## src/verilog/bssl_consts.svh

```systemverilog
// Constants of the boot selector and serial record loader.
`ifndef BSSL_CONSTS_SVH
`define BSSL_CONSTS_SVH
`define BSSL_CLK_MHZ 250
`define BSSL_APP_START 16'h0000
`define BSSL_BOOT_ROM_BASE 16'hf800
`define BSSL_BOOT_ROM_TOP 16'hffff
`define BSSL_FLASH_TOP_16K 16'h3fff
`define BSSL_FLASH_TOP_32K 16'h7fff
`define BSSL_SBV_DEFAULT 8'hfc
`define BSSL_BSB_DEFAULT 8'hff
`define BSSL_STRAP_HOLD_CYC 5'd24
`define BSSL_MAX_DATA 8'h10
`define BSSL_CH_U 8'h55
`define BSSL_CH_COLON 8'h3a
`define BSSL_CH_DOT 8'h2e
`define BSSL_CH_X 8'h58
`define BSSL_CH_R 8'h52
`define BSSL_REC_DATA 8'h00
`define BSSL_REC_EOF 8'h01
`define BSSL_REC_OSC 8'h02
`define BSSL_FIFO_DEPTH 8
`endif

```

## src/verilog/bssl_pkg.sv

```systemverilog
// Types of the boot selector and serial record loader.
package bssl_pkg;
  typedef enum logic [3:0] {
    BSSL_BAUD_IDLE, BSSL_BAUD_MEAS, BSSL_WAIT_COLON, BSSL_GET_HEX,
    BSSL_EXEC, BSSL_PROG, BSSL_WAIT_ACK, BSSL_REPLY
  } bssl_state_t;
  typedef enum logic [1:0] {
    BSSL_RX_IDLE, BSSL_RX_START, BSSL_RX_DATA, BSSL_RX_STOP
  } bssl_rx_t;
endpackage : bssl_pkg

```

## src/verilog/bssl_fifo.sv

```systemverilog
// Small valid/ready FIFO that carries transmit characters.
`timescale 1ns/1ps
`default_nettype none
module bssl_fifo #(
  parameter int WIDTH = 8,
  parameter int DEPTH = 8
) (
  input wire logic clk, // System clock.
  input wire logic rst_n, // Asynchronous reset, active low.
  input wire logic in_valid, // Write request.
  output logic in_ready, // Space is free.
  input wire logic [WIDTH-1:0] in_data, // Write data.
  output logic out_valid, // Data is waiting.
  input wire logic out_ready, // Reader takes data.
  output logic [WIDTH-1:0] out_data // Read data.
);
  localparam int AW = $clog2(DEPTH);
  logic [WIDTH-1:0] mem_q [DEPTH];
  logic [AW:0] wp_q, rp_q;
  logic [WIDTH-1:0] rd_q;
  logic rdv_q;
  logic wr, rd, empty;

  // ----------------------------------------
  // Pointer and flag logic
  // ----------------------------------------
  assign empty = (wp_q == rp_q);
  assign in_ready = !((wp_q[AW] != rp_q[AW]) && (wp_q[AW-1:0] == rp_q[AW-1:0]));
  assign wr = in_valid && in_ready;
  assign rd = !empty && (!rdv_q || out_ready);
  assign out_valid = rdv_q;
  assign out_data = rd_q;

  // Storage array and registered read port.
  always_ff @(posedge clk or negedge rst_n)
  begin
    if (!rst_n)
    begin
      wp_q <= '0;
      rp_q <= '0;
      rdv_q <= 1'b0;
      rd_q <= '0;
    end
    else
    begin
      if (wr)
      begin
        mem_q[wp_q[AW-1:0]] <= in_data;
        wp_q <= wp_q + 1'b1;
      end
      if (rd)
      begin
        rd_q <= mem_q[rp_q[AW-1:0]];
        rp_q <= rp_q + 1'b1;
        rdv_q <= 1'b1;
      end
      else if (out_ready)
      begin
        rdv_q <= 1'b0;
      end
    end
  end
endmodule : bssl_fifo
`default_nettype wire

```

## src/verilog/bssl_loader.sv

```systemverilog
// Boot selection and serial hex record loader.
`timescale 1ns/1ps
`default_nettype none
`include "bssl_consts.svh"
// Contract
// - External access high: fetch internal, above flash top go external.
// - External access low: every fetch goes external.
// - Boot ROM occupies F800h through FFFFh.
// - Without strap, jump bit set boots 0000h, else F800h; the code instead starts straight at 0000h or the vector address.
// - Boot code with zero status byte continues at 0000h.
// - Nonzero status jumps to vector high byte, low byte 00h.
// - Software boot vector defaults to FCh, the serial loader.
// - Strobe low, access high, latch enable high forces the loader.
// - Host sends U; device measures a bit time for baud.
// - Every received character is echoed while the loader runs.
// - Only colon-led ASCII hex records are accepted.
// - A record holds at most 16 data bytes.
// - Type 00 programs data; type 01 is acknowledged only.
// - Act on a record only after its checksum is compared.
// - Checksum mismatch answers X and skips the record.
// - Good record executes and answers a period.
// - Data record answers R when any byte fails to program.
// - Type 02 is acknowledged and its contents ignored.
// - Programming uses only the serial transmit and receive pins.
module bssl_loader
  import bssl_pkg::*;
#(
  parameter bit FLASH_32K = 1'b1
) (
  input wire logic SYS_CLK, // Core clock, 250 MHz.
  input wire logic RST_N, // Asynchronous reset, active low.
  input wire logic RESET_FALL, // Pulse: external reset pin fell.
  input wire logic EXTERNAL_ACCESS_N, // Pin level, high means internal.
  input wire logic PROGRAM_STORE_STROBE_N, // Strap pin level.
  input wire logic ADDR_LATCH_EN, // Strap pin level.
  input wire logic BOOT_LOADER_JUMP_BIT, // Bit of the security byte.
  input wire logic [7:0] BOOT_STATUS_BYTE, // Stored status byte.
  input wire logic [7:0] SOFTWARE_BOOT_VECTOR, // Stored vector.
  input wire logic [15:0] FETCH_ADDR, // Program fetch address.
  input wire logic RXD, // Serial receive line.
  input wire logic PROG_DONE, // Pulse: flash byte write finished.
  input wire logic PROG_OK, // Byte verified, with PROG_DONE.
  output logic FETCH_EXTERNAL, // Fetch goes to external memory.
  output logic FETCH_BOOT_ROM, // Fetch hits the boot ROM.
  output logic [15:0] START_ADDR, // Execution start address.
  output logic START_VALID, // Start address is decided.
  output logic LOADER_ACTIVE, // Serial loader is running.
  output logic TXD, // Serial transmit line.
  output logic PROG_REQ, // Pulse: write one flash byte.
  output logic [15:0] PROG_ADDR, // Flash byte address.
  output logic [7:0] PROG_DATA // Flash byte value.
);
  // ----------------------------------------
  // State
  // ----------------------------------------
  typedef struct packed {
    logic ext; logic rom; logic [15:0] start; logic sv; logic act;
    logic [4:0] hold; bssl_state_t st; bssl_rx_t rxs;
    logic [15:0] bitlen; logic [15:0] rxcnt; logic [3:0] rxbit;
    logic [7:0] rxsh; logic rxline;
    logic hinib; logic [3:0] nib; logic [5:0] idx; logic [7:0] sum;
    logic [7:0] cnt; logic [15:0] addr; logic [7:0] rtyp;
    logic [15:0][7:0] dat; logic [4:0] pi; logic fail;
    logic preq; logic [15:0] paddr; logic [7:0] pdat;
    logic txbusy; logic [15:0] txcnt; logic [3:0] txbit;
    logic [9:0] txsh; logic txd;
  } bssl_s_t;
  bssl_s_t q, d;
  logic rx_done;
  logic [7:0] rx_byte;
  logic push;
  logic [7:0] push_data;
  logic f_rdy, f_vld, f_take;
  logic [7:0] f_data;

  // Converts an ASCII hex digit; bit 4 flags a non-hex character.
  function automatic logic [4:0] hexval(input logic [7:0] c);
    if (c >= 8'h30 && c <= 8'h39) return {1'b0, c[3:0]};
    if ((c >= 8'h41 && c <= 8'h46) || (c >= 8'h61 && c <= 8'h66))
      return {1'b0, 4'(c[3:0] + 4'h9)};
    return 5'h10;
  endfunction : hexval

  // ----------------------------------------
  // Transmit FIFO
  // ----------------------------------------
  bssl_fifo #(.WIDTH(8), .DEPTH(`BSSL_FIFO_DEPTH)) u_fifo (
    .clk(SYS_CLK),
    .rst_n(RST_N),
    .in_valid(push),
    .in_ready(f_rdy),
    .in_data(push_data),
    .out_valid(f_vld),
    .out_ready(f_take),
    .out_data(f_data)
  );
  assign f_take = !q.txbusy && q.st != BSSL_BAUD_IDLE
                  && q.st != BSSL_BAUD_MEAS;

  // Receiver completion pulse used by the command logic.
  assign rx_done = (q.rxs == BSSL_RX_STOP) && (q.rxcnt == q.bitlen);
  assign rx_byte = q.rxsh;

  // Next state of the whole block.
  always_comb
  begin
    logic [4:0] hv;
    logic [7:0] byte_v;
    hv = hexval(rx_byte);
    byte_v = {q.nib, hv[3:0]};
    d = q;
    push = 1'b0;
    push_data = 8'h00;
    d.preq = 1'b0;
    d.rxline = RXD;
    // Memory routing of fetches.
    if (EXTERNAL_ACCESS_N == 1'b0)
      d.ext = 1'b1;
    else if (FETCH_ADDR >= `BSSL_BOOT_ROM_BASE)
      d.ext = 1'b0;
    else
      d.ext = FETCH_ADDR > (FLASH_32K ? `BSSL_FLASH_TOP_32K
                                      : `BSSL_FLASH_TOP_16K);
    d.rom = EXTERNAL_ACCESS_N
            && FETCH_ADDR >= `BSSL_BOOT_ROM_BASE;
    // Boot decision at the reset fall.
    if (RESET_FALL)
    begin
      d.sv = 1'b1;
      d.act = 1'b0;
      d.hold = `BSSL_STRAP_HOLD_CYC;
      if (!PROGRAM_STORE_STROBE_N && EXTERNAL_ACCESS_N && ADDR_LATCH_EN)
      begin
        d.start = {`BSSL_SBV_DEFAULT, 8'h00};
        d.act = 1'b1;
      end
      else if (BOOT_LOADER_JUMP_BIT)
        d.start = `BSSL_APP_START;
      else if (BOOT_STATUS_BYTE == 8'h00)
        d.start = `BSSL_APP_START;
      else
      begin
        d.start = {SOFTWARE_BOOT_VECTOR, 8'h00};
        d.act = (SOFTWARE_BOOT_VECTOR == `BSSL_SBV_DEFAULT);
      end
    end
    else if (q.hold != 5'd0)
      d.hold = q.hold - 5'd1;
    // Receiver: 8N1, one sample per bit at mid-bit.
    d.rxcnt = q.rxcnt + 16'd1;
    unique case (q.rxs)
      BSSL_RX_IDLE:
        if (!q.rxline && q.st != BSSL_BAUD_IDLE && q.st != BSSL_BAUD_MEAS)
        begin
          d.rxs = BSSL_RX_START;
          d.rxcnt = 16'd0;
        end
      BSSL_RX_START:
        if (q.rxcnt == {1'b0, q.bitlen[15:1]})
        begin
          d.rxs = BSSL_RX_DATA;
          d.rxcnt = 16'd0;
          d.rxbit = 4'd0;
        end
      BSSL_RX_DATA:
        if (q.rxcnt == q.bitlen)
        begin
          d.rxcnt = 16'd0;
          d.rxsh = {q.rxline, q.rxsh[7:1]};
          d.rxbit = q.rxbit + 4'd1;
          if (q.rxbit == 4'd7)
            d.rxs = BSSL_RX_STOP;
        end
      BSSL_RX_STOP:
        if (q.rxcnt == q.bitlen)
          d.rxs = BSSL_RX_IDLE;
    endcase
    // Echo every received character.
    if (rx_done && q.act)
    begin
      push = f_rdy;
      push_data = rx_byte;
    end
    // Record interpreter.
    unique case (q.st)
      BSSL_BAUD_IDLE:
        if (q.act && q.hold == 5'd0 && !q.rxline)
        begin
          d.st = BSSL_BAUD_MEAS;
          d.bitlen = 16'd0;
        end
      BSSL_BAUD_MEAS:
        // The start bit of U is one bit long; count it.
        if (q.rxline)
        begin
          d.st = BSSL_WAIT_COLON;
          d.rxs = BSSL_RX_DATA;
          d.rxcnt = q.bitlen - {1'b0, q.bitlen[15:1]};
          d.rxbit = 4'd0;
        end
        else
          d.bitlen = q.bitlen + 16'd1;
      BSSL_WAIT_COLON:
        if (rx_done && rx_byte == `BSSL_CH_COLON)
        begin
          d.st = BSSL_GET_HEX;
          d.idx = 6'd0;
          d.hinib = 1'b1;
          d.sum = 8'h00;
        end
      BSSL_GET_HEX:
        if (rx_done && hv[4])
          d.st = BSSL_WAIT_COLON;
        else if (rx_done && q.hinib)
        begin
          d.nib = hv[3:0];
          d.hinib = 1'b0;
        end
        else if (rx_done)
        begin
          d.hinib = 1'b1;
          d.idx = q.idx + 6'd1;
          d.sum = q.sum + byte_v;
          if (q.idx == 6'd0)
            d.cnt = byte_v;
          if (q.idx == 6'd1)
            d.addr[15:8] = byte_v;
          if (q.idx == 6'd2)
            d.addr[7:0] = byte_v;
          if (q.idx == 6'd3)
            d.rtyp = byte_v;
          if (q.idx >= 6'd4 && q.idx < 6'd20)
            d.dat[4'(q.idx - 6'd4)] = byte_v;
          if (q.idx == 6'd0 && byte_v > `BSSL_MAX_DATA)
            d.st = BSSL_WAIT_COLON;
          if (q.idx == 6'(q.cnt + 8'd4) && q.idx != 6'd0)
            d.st = BSSL_EXEC;
        end
      BSSL_EXEC:
        if (f_rdy && !push)
        begin
          d.st = BSSL_REPLY;
          if (q.sum != 8'h00)
            push_data = `BSSL_CH_X;
          else if (q.rtyp == `BSSL_REC_DATA && q.cnt != 8'h00)
          begin
            d.st = BSSL_PROG;
            d.pi = 5'd0;
            d.fail = 1'b0;
          end
          else
            push_data = `BSSL_CH_DOT;
          push = (d.st == BSSL_REPLY);
        end
      BSSL_PROG:
      begin
        d.preq = 1'b1;
        d.paddr = q.addr + 16'(q.pi);
        d.pdat = q.dat[q.pi[3:0]];
        d.st = BSSL_WAIT_ACK;
      end
      BSSL_WAIT_ACK:
        if (PROG_DONE)
        begin
          d.fail = q.fail | !PROG_OK;
          d.pi = q.pi + 5'd1;
          d.st = (8'(q.pi + 5'd1) == q.cnt) ? BSSL_EXEC : BSSL_PROG;
          if (8'(q.pi + 5'd1) == q.cnt)
            d.rtyp = 8'hff;
        end
      BSSL_REPLY:
        d.st = BSSL_WAIT_COLON;
    endcase
    // Data record finished: answer from the program result.
    if (q.st == BSSL_EXEC && q.rtyp == 8'hff && q.sum == 8'h00)
    begin
      push_data = q.fail ? `BSSL_CH_R : `BSSL_CH_DOT;
    end
    // Transmitter at the learned rate.
    if (!q.txbusy && f_vld && f_take)
    begin
      d.txbusy = 1'b1;
      d.txsh = {1'b1, f_data, 1'b0};
      d.txbit = 4'd0;
      d.txcnt = 16'd0;
    end
    else if (q.txbusy)
    begin
      d.txd = q.txsh[0];
      d.txcnt = q.txcnt + 16'd1;
      if (q.txcnt == q.bitlen)
      begin
        d.txcnt = 16'd0;
        d.txsh = {1'b1, q.txsh[9:1]};
        d.txbit = q.txbit + 4'd1;
        if (q.txbit == 4'd9)
          d.txbusy = 1'b0;
      end
    end
    else
      d.txd = 1'b1;
  end

  // Registers every field of the state.
  always_ff @(posedge SYS_CLK or negedge RST_N)
  begin
    if (!RST_N)
    begin
      q <= '0;
      q.st <= BSSL_BAUD_IDLE;
      q.rxs <= BSSL_RX_IDLE;
      q.rxline <= 1'b1;
      q.txd <= 1'b1;
      q.bitlen <= 16'd1;
    end
    else
      q <= d;
  end

  // ----------------------------------------
  // Outputs
  // ----------------------------------------
  assign FETCH_EXTERNAL = q.ext;
  assign FETCH_BOOT_ROM = q.rom;
  assign START_ADDR = q.start;
  assign START_VALID = q.sv;
  assign LOADER_ACTIVE = q.act;
  assign TXD = q.txd;
  assign PROG_REQ = q.preq;
  assign PROG_ADDR = q.paddr;
  assign PROG_DATA = q.pdat;

  // ----------------------------------------
  // Assertions
  // ----------------------------------------
  property p_ext_low;
    @(posedge SYS_CLK) disable iff (!RST_N)
    !EXTERNAL_ACCESS_N |=> FETCH_EXTERNAL;
  endproperty
  a_ext_low: assert property (p_ext_low) else $error("EA low not ext");
  property p_rom;
    @(posedge SYS_CLK) disable iff (!RST_N)
    EXTERNAL_ACCESS_N && FETCH_ADDR >= 16'hf800 |=> FETCH_BOOT_ROM;
  endproperty
  a_rom: assert property (p_rom) else $error("Boot ROM missed");
  property p_flash;
    @(posedge SYS_CLK) disable iff (!RST_N)
    EXTERNAL_ACCESS_N && FETCH_ADDR <= 16'h3fff |=> !FETCH_EXTERNAL;
  endproperty
  a_flash: assert property (p_flash) else $error("Flash fetch ext");
  property p_jump;
    @(posedge SYS_CLK) disable iff (!RST_N)
    RESET_FALL && BOOT_LOADER_JUMP_BIT && PROGRAM_STORE_STROBE_N
      |=> START_ADDR == 16'h0000;
  endproperty
  a_jump: assert property (p_jump) else $error("Jump bit ignored");
  property p_bsb0;
    @(posedge SYS_CLK) disable iff (!RST_N)
    RESET_FALL && PROGRAM_STORE_STROBE_N && BOOT_STATUS_BYTE == 8'h00
      |=> START_ADDR == 16'h0000;
  endproperty
  a_bsb0: assert property (p_bsb0) else $error("Zero status wrong");
  property p_vec;
    @(posedge SYS_CLK) disable iff (!RST_N)
    RESET_FALL && PROGRAM_STORE_STROBE_N && !BOOT_LOADER_JUMP_BIT
      && BOOT_STATUS_BYTE != 8'h00
      |=> START_ADDR == {$past(SOFTWARE_BOOT_VECTOR), 8'h00};
  endproperty
  a_vec: assert property (p_vec) else $error("Vector wrong");
  property p_strap;
    @(posedge SYS_CLK) disable iff (!RST_N)
    RESET_FALL && !PROGRAM_STORE_STROBE_N && EXTERNAL_ACCESS_N
      && ADDR_LATCH_EN |=> LOADER_ACTIVE && START_ADDR == 16'hfc00;
  endproperty
  a_strap: assert property (p_strap) else $error("Strap ignored");
  property p_prog_only_good;
    @(posedge SYS_CLK) disable iff (!RST_N)
    q.st == BSSL_EXEC && q.sum != 8'h00 |=> q.st != BSSL_PROG;
  endproperty
  a_prog_only_good: assert property (p_prog_only_good)
    else $error("Bad record run");
  c_strap: cover property (@(posedge SYS_CLK) RESET_FALL
    && !PROGRAM_STORE_STROBE_N && EXTERNAL_ACCESS_N && ADDR_LATCH_EN);
  c_prog: cover property (@(posedge SYS_CLK) PROG_REQ);
  c_bad: cover property (@(posedge SYS_CLK) push && push_data == 8'h58);
endmodule : bssl_loader
`default_nettype wire

```

## config.mk

```make
export PLATFORM = sky130hd
export DESIGN_NAME = bssl_loader
export DESIGN_NICKNAME = d
export VERILOG_FILES = /design/src/verilog/bssl_pkg.sv /design/src/verilog/bssl_fifo.sv /design/src/verilog/bssl_loader.sv
export VERILOG_INCLUDE_DIRS = /design/src /design/src/verilog
export SDC_FILE = /design/constraint.sdc
export NUM_CORES = 1
export LEC_CHECK = 0
export BUFFER_PORTS_ARGS = -buffer_cell sky130_fd_sc_hd__clkbuf_2
export CORE_UTILIZATION = 60
export DETAILED_ROUTE_END_ITERATION = 16
export GPL_ROUTABILITY_DRIVEN = 0
export PLACE_DENSITY = 0.78
export SLEW_MARGIN = 25
export SYNTH_ARGS = -nofsm -noshare
export SYNTH_HDL_FRONTEND = slang
export SYNTH_SLANG_ARGS = --single-unit
```

## constraint.sdc

```tcl
create_clock -name SYS_CLK -period 4.65 [get_ports SYS_CLK]
set_input_delay 0.6975 -clock SYS_CLK [delete_from_list [all_inputs] [get_ports SYS_CLK]]
set_output_delay 0.6975 -clock SYS_CLK [all_outputs]
set_load 0.005 [all_outputs]
```

# Word level (Yosys, flattened, before mapping)
# Memories as Yosys holds them, arrays and structs flattened. A register that Yosys moved wholly into a read port is not among the register bits.
# Index checks and enable logic that the tools add are counted.
[word_totals]
latchBits = 0
memories = 1
mem_bits_rw = 64
reg_bits = 327
mem_bits_ro = 0
output_inout_bits = 46
[mem_list]
columns = ["name", "depth", "width", "rd", "rd_clocked_by_memory_dff", "wr", "line_no", "rtl"]
rows = [
  ["u_fifo.mem_q", 8, 8, 1, 1, 1, "bssl_fifo.sv:18", "logic [WIDTH-1:0] mem_q [DEPTH];"],
]
[op_classes]
div_mod_pow = 0
multipliers = 0
n_shift = 0
reduce_logical = 75
n_eq_ne = 45
muxes = 98
order_cmp = 14
n_bitwise = 3
addsub = 17
[ops]
columns = ["cell", "n"]
rows = [
  ["two-way mux 174 bit", 2],
  ["two-way mux 179 bit", 1],
  ["bitwise mux 128 bit", 1],
  ["two-way mux 128 bit", 1],
  ["two-way mux 8 bit", 14],
  ["two-way mux 16 bit", 6],
  ["two-way mux 31 bit", 3],
  ["two-way mux 20 bit", 3],
  ["adder 16 x 1 -> 16 bit, second input constant", 3],
  ["two-way mux 4 bit", 12],
  ["one-hot mux 16 bit (3 select lines)", 1],
  ["binary-select mux 8 bit (select 4 bit)", 1],
  ["demux 8 bit (select 4 bit)", 1],
  ["== test 16 bit", 2],
  ["one-hot mux 16 bit (2 select lines)", 1],
  ["one-hot mux 4 bit (8 select lines)", 1],
  ["logical AND 1 bit", 31],
  ["two-way mux 5 bit", 6],
  ["two-way mux 6 bit", 5],
  ["AND reduction 5 bit", 6],
  ["two-way mux 28 bit", 1],
  ["one-hot mux 14 bit (2 select lines)", 1],
  ["!= test 2 bit, second input constant", 13],
  ["two-way mux 25 bit", 1],
  ["other kinds (69)", 135],
]

# Logic depth before layout (Yosys ltp)
[depth]
ltp_word = 15
mapped_depth = 16
mapped_depth_nobuf = 15

# Cells and area by module
# Synthesis repeated with hierarchy kept, for this count alone.
[hier_totals]
cells_unflattened = 1799
hier_area_um2 = 21016.4
[by_module_without_submodules]
columns = ["module", "cells_per_inst", "seq_area_each_um2", "area_each_um2", "instances"]
rows = [
  ["bssl_loader", 1627, 7736.2, 17779.6, 1],
  ["bssl_fifo", 172, 2347.3, 3236.9, 1],
]

# Worst setup path before layout
# OpenSTA, ideal clock, no wires.
[synth_timing]
kind = "register to register"
start = "register q[283] in the netlist's numbering"
end = "memory u_fifo.mem_q[5][0] (enable)"
slack_ps = 1182
setup_ps = 398
arrival_ps = 3070
path_buffers = 2
path_stages_with_launch = 9
cell_sequence = "dfrtp_1 buf_2 xor2_1 nor4_1 nand4_2 nor2_1 o21bai_1 clkbuf_1 nor4b_1"
[synth_via]
elab_chain_len = 12
[synth_rtl]
columns = ["element", "line_no", "rtl"]
rows = [
  ["start, declared", "bssl_loader.sv:68", "bssl_s_t q, d;"],
  ["== test 16 bit *", "bssl_loader.sv:101", "assign rx_done = (q.rxs == BSSL_RX_STOP) && (q.rxcnt == q.bitlen);"],
  ["logical AND 1 bit *", "bssl_loader.sv:101", ""],
  ["logical AND 1 bit *", "bssl_loader.sv:179", "if (rx_done && q.act)"],
  ["two-way mux 1 bit *", "bssl_loader.sv:179", ""],
  ["zero test 1 bit", "bssl_loader.sv:240", "if (f_rdy && !push)"],
  ["logical AND 1 bit", "bssl_loader.sv:240", ""],
  ["two-way mux 1 bit", "bssl_loader.sv:240", ""],
  ["two-way mux 1 bit *", "bssl_loader.sv:185", "unique case (q.st)"],
  ["logical AND 1 bit *", "bssl_fifo.sv:29", "assign wr = in_valid && in_ready;"],
  ["two-way mux 1 bit *", "bssl_fifo.sv:46", "if (wr)"],
  ["logical AND 1 bit (not written as such) *", "bssl_fifo.sv:48", "mem_q[wp_q[AW-1:0]] <= in_data;"],
  ["two-way mux 1 bit (not written as such) *", "bssl_fifo.sv:48", ""],
  ["end, declared", "bssl_fifo.sv:18", ""],
]
# Mark *: on every way between the ends. The rest lies on a longest branch, timed or not.

# Worst setup path after layout
[layout_timing]
start = "register q, in the netlist rx_byte[0]"
end = "register q[230] in the netlist's numbering"
[layout_via]
elab_chain_len = 12
elab_cells_between_ends = 29
cone_classes = "add/sub (2); order compare (6); eq/ne (3); mux (11); reduce/logical (7)"
[layout_rtl]
columns = ["element", "line_no", "rtl"]
rows = [
  ["greater-or-equal comparator 8 x 7 -> 1 bit / less-or-equal comparator 8 x 7 -> 1 bit (equally long branches)", "bssl_loader.sv:79", "if ((c >= 8'h41 && c <= 8'h46) || (c >= 8'h61 && c <= 8'h66))"],
  ["logical AND 1 bit", "bssl_loader.sv:79", ""],
  ["logical OR 1 bit", "bssl_loader.sv:79", ""],
  ["two-way mux 1 bit (2 in a row)", "bssl_loader.sv:79", ""],
  ["two-way mux 5 bit", "bssl_loader.sv:81", "return 5'h10;"],
  ["two-way mux 5 bit", "bssl_loader.sv:79", ""],
  ["adder 8 bit", "bssl_loader.sv:223", "d.sum = q.sum + byte_v;"],
  ["two-way mux 174 bit", "bssl_loader.sv:219", "else if (rx_done)"],
  ["two-way mux 174 bit", "bssl_loader.sv:214", "else if (rx_done && q.hinib)"],
  ["two-way mux 179 bit", "bssl_loader.sv:212", "if (rx_done && hv[4])"],
  ["one-hot mux 14 bit (2 select lines)", "bssl_loader.sv:185", ""],
]
# Parallel ways exist; a longest one is shown, timed or not. The select of a mux whose other input is x is not followed.
# A chain may end at the register's enable or synchronous reset.

==> results.json <==
{
  "outcome": "finished, final reports clean",
  "rr_startpoint": "rx_byte[0]",
  "drive_gt1_frac": 0.1621,
  "core_area_um2": 33450,
  "row_count": 67,
  "critPathSlowestCell": "or2_1",
  "dieArea_um2": 34580,
  "fin_skew_ns": 0.01421,
  "ys_seq_area_frac": 0.4966,
  "cts-resized-gates": 0,
  "cts_max_level": 2,
  "hold_viol": 0,
  "max_freq_ghz": 0.2393,
  "worst_path_largest_cell_delay_ns": 0.56,
  "cts.reportedPaths.clkPinSlew_ns": 0.06,
  "synthArstFlopShare": 0.8359,
  "fin_crit_ns": 4.179,
  "post_synth.cell_area_avg_um2": 10.77,
  "synth_top_family_by_area": "simple AND/OR/NAND/NOR gates",
  "final_area_um2": 22030,
  "netlist_area_um2": 20300,
  "synthCells": 1886,
  "tightest_slew_ns": 1.012,
  "powerDensity_nw_per_um2": 381.4,
  "cts_tree": "done",
  "drt_wl_total_mm": 44.82,
  "dp_hpwl_mm": 29.58,
  "drc": 0,
  "drt-vias-per-instance": 6.017,
  "hold_buffers": 0,
  "setup-tns-final_ns": 0,
  "clk_latency_ns": 0.55,
  "gr-usage-all-layers": 0.2699,
  "cap_violations": 0,
  "fin_cells": 2361,
  "crit_path_start_kind": "register",
  "setup_ws_ns": 0.4707,
  "dpl_cell_area_um2": 20690,
  "cp-startpoint": "rx_byte[0]",
  "pre_cts_ws_ns": 0.5390,
  "dp.cells": 2285,
  "synth.most_common_cell": "dfrtp_1",
  "criticalPathCategory": "reg2reg",
  "crit_fanout": 17,
  "die_h_um": 186.0,
  "grt_max_degree": 165,
  "synth-edff-count": 64,
  "hp-class": "in2async",
  "post_cts_buffers": 0,
  "synth-simple-area-share": 0.1315,
  "leakagePower_uw": 0.01004,
  "die_w_um": 186.0,
  "ys_types": 82,
  "synth_fa_ha_area_frac": 0.04301,
  "r2r_slack_ns": 0.47,
  "io_buffers": 68,
  "rsz0062_at_grt": "false",
  "fin_util": 0.6587,
  "crit_family": "simple AND/OR/NAND/NOR gates",
  "synth.top_cell.area_share": 0.3981,
  "io_pins": 88,
  "drtPass1Iterations": 6,
  "antenna_left": 0,
  "cp-end-kind": "register",
  "ys_warn_count": 0,
  "ys_ff_latch": 390,
  "critPathArrivalTime_ns": 4.65,
  "fillCellCount": 2479,
  "synth.area.top_cells": "dfrtp_1 (40%), edfxtp_1 (9.5%), o21ai_0 (4.5%), mux2_2 (4.0%), ha_1 (4.0%)",
  "cts-root-buf": "clkbuf_16",
  "peakVddDrop_mv": 0.3802,
  "synthMuxAreaShare": 0.1138,
  "required_ns": 5.12,
  "fin_crit_sh": 0.8988,
  "grt_pass1_vias": 14390,
  "synth_common_cells": "dfrtp_1 (323), nand2_1 (210), o21ai_0 (182), nor2_1 (102), xor2_1 (91)",
  "cp_cell_sequence": "inv_1 -> ha_1 -> o21bai_1 -> a21oi_1 -> nor2_2 -> or2_1 -> inv_1 -> ha_1 -> nor2b_1 -> o31a_1 -> o41ai_1 -> xor2_1 -> or3_1 -> o21ai_0",
  "grt_overflow": 0,
  "crit_buf_inv": 2,
  "synth-main-ff-cell": "dfrtp_1",
  "layout.nets": 1991,
  "area_growth_pct": 8.510,
  "cts_buffers": 41,
  "synth_xor_area_frac": 0.05694,
  "relSlewSlack": 0.3255,
  "grt_pass1_wl_mm": 73.53,
  "synth-compound-area-share": 0.1091,
  "start_util": 0.6070,
  "cts_sinks": 390,
  "wl_per_cell_um": 18.98,
  "drtIter0Drc": 1068,
  "yosys.area.top_type": "dfrtp_1",
  "vias": 14210,
  "finalSetupViolCount": 0,
  "clockBufferDepth": 3,
  "slew_violations": 0,
  "antenna_found_initial": 1
}
area by class of cell:
class | count | area, µm² | area share
flip-flops and latches | 390 | 10080 | 0.4577
multi-input cells | 1291 | 9269 | 0.4207
clock buffers | 61 | 1181 | 0.05361
repair buffers | 93 | 570.5 | 0.02590
well taps | 448 | 560.5 | 0.02544
inverters | 64 | 240.2 | 0.01090
clock inverters | 13 | 123.9 | 0.005622
diodes | 1 | 2.502 | 0.0001136
layer usage:
| layer | routed length [µm] | global-route usage | up-vias |
|---|---|---|---|
| met4 | 1329 | 0.1075 | 0 |
| li1 | - | - | 6648 |
| met3 | 1926 | 0.03620 | 99 |
| met1 | 18780 | 0.3413 | 7083 |
| met5 | 0 | 0 | - |
| met2 | 22780 | 0.4684 | 376 |
through the flow:
| stage | hold slack (ns) | power [µW] |
|---|---|---|
| 2_1_floorplan | 0.4019 | 4876 |
| 3_3_place_gp | 0.4463 | 5184 |
| 3_5_place_dp | 0.4565 | 5259 |
| 4_1_cts | 0.1792 | 8449 |
| 5_1_grt | 0.2052 | 8757 |
| 6_report | 0.1381 | 8404 |
power by group:
part,leakage (µW),switching [µW],internal [µW]
clock network,0.000643,1330,1870
logic,0.00448,758,525
registers,0.00492,259,3670
path summary, 6_finish.rpt:
path	to	cells past startpoint
setup reg to reg	q[230]	14
setup / recovery	q[230]	14
max in group asynchronous	q[125]	2
hold reg to reg	START_VALID	1
min in group SYS_CLK	q[242]	1
hold / removal	q[269]	1
logic make-up (layout without fill, tap and decap cells):
group	after synthesis	in the layout
compound gates	367	367
xor+xnor	132	132
fa+ha+maj	68	68
buf+inv	212	231
flops	390	390
mux	174	174
other cells	1	9
simple gates	542	542
flip-flops by register name, summed over array words and instances, names as in the netlist:
signal            cells
q                   263
u_fifo.mem_q         64
PROG_ADDR            16
PROG_DATA             8
START_ADDR            8
rx_byte               8
u_fifo.out_data       8
u_fifo.rp_q           4
u_fifo.wp_q           4
FETCH_BOOT_ROM        1
FETCH_EXTERNAL        1
LOADER_ACTIVE         1
PROG_REQ              1
START_VALID           1
TXD                   1
u_fifo.out_valid      1
placed cells by master, fill, tap and decap left out, types with 32 or more instances in the layout:
cell type,instances
nand3_1,56
inv_1,63
mux2i_1,49
o21ai_0,182
edfxtp_1,64
mux2_2,73
a21oi_1,59
mux4_2,32
dfrtp_1,322
clkbuf_2,67
xor2_1,91
nor2_1,102
nand2_1,210
ha_1,65
xnor2_1,41
clkbuf_16,41
Power figures use the tool's default switching activity.
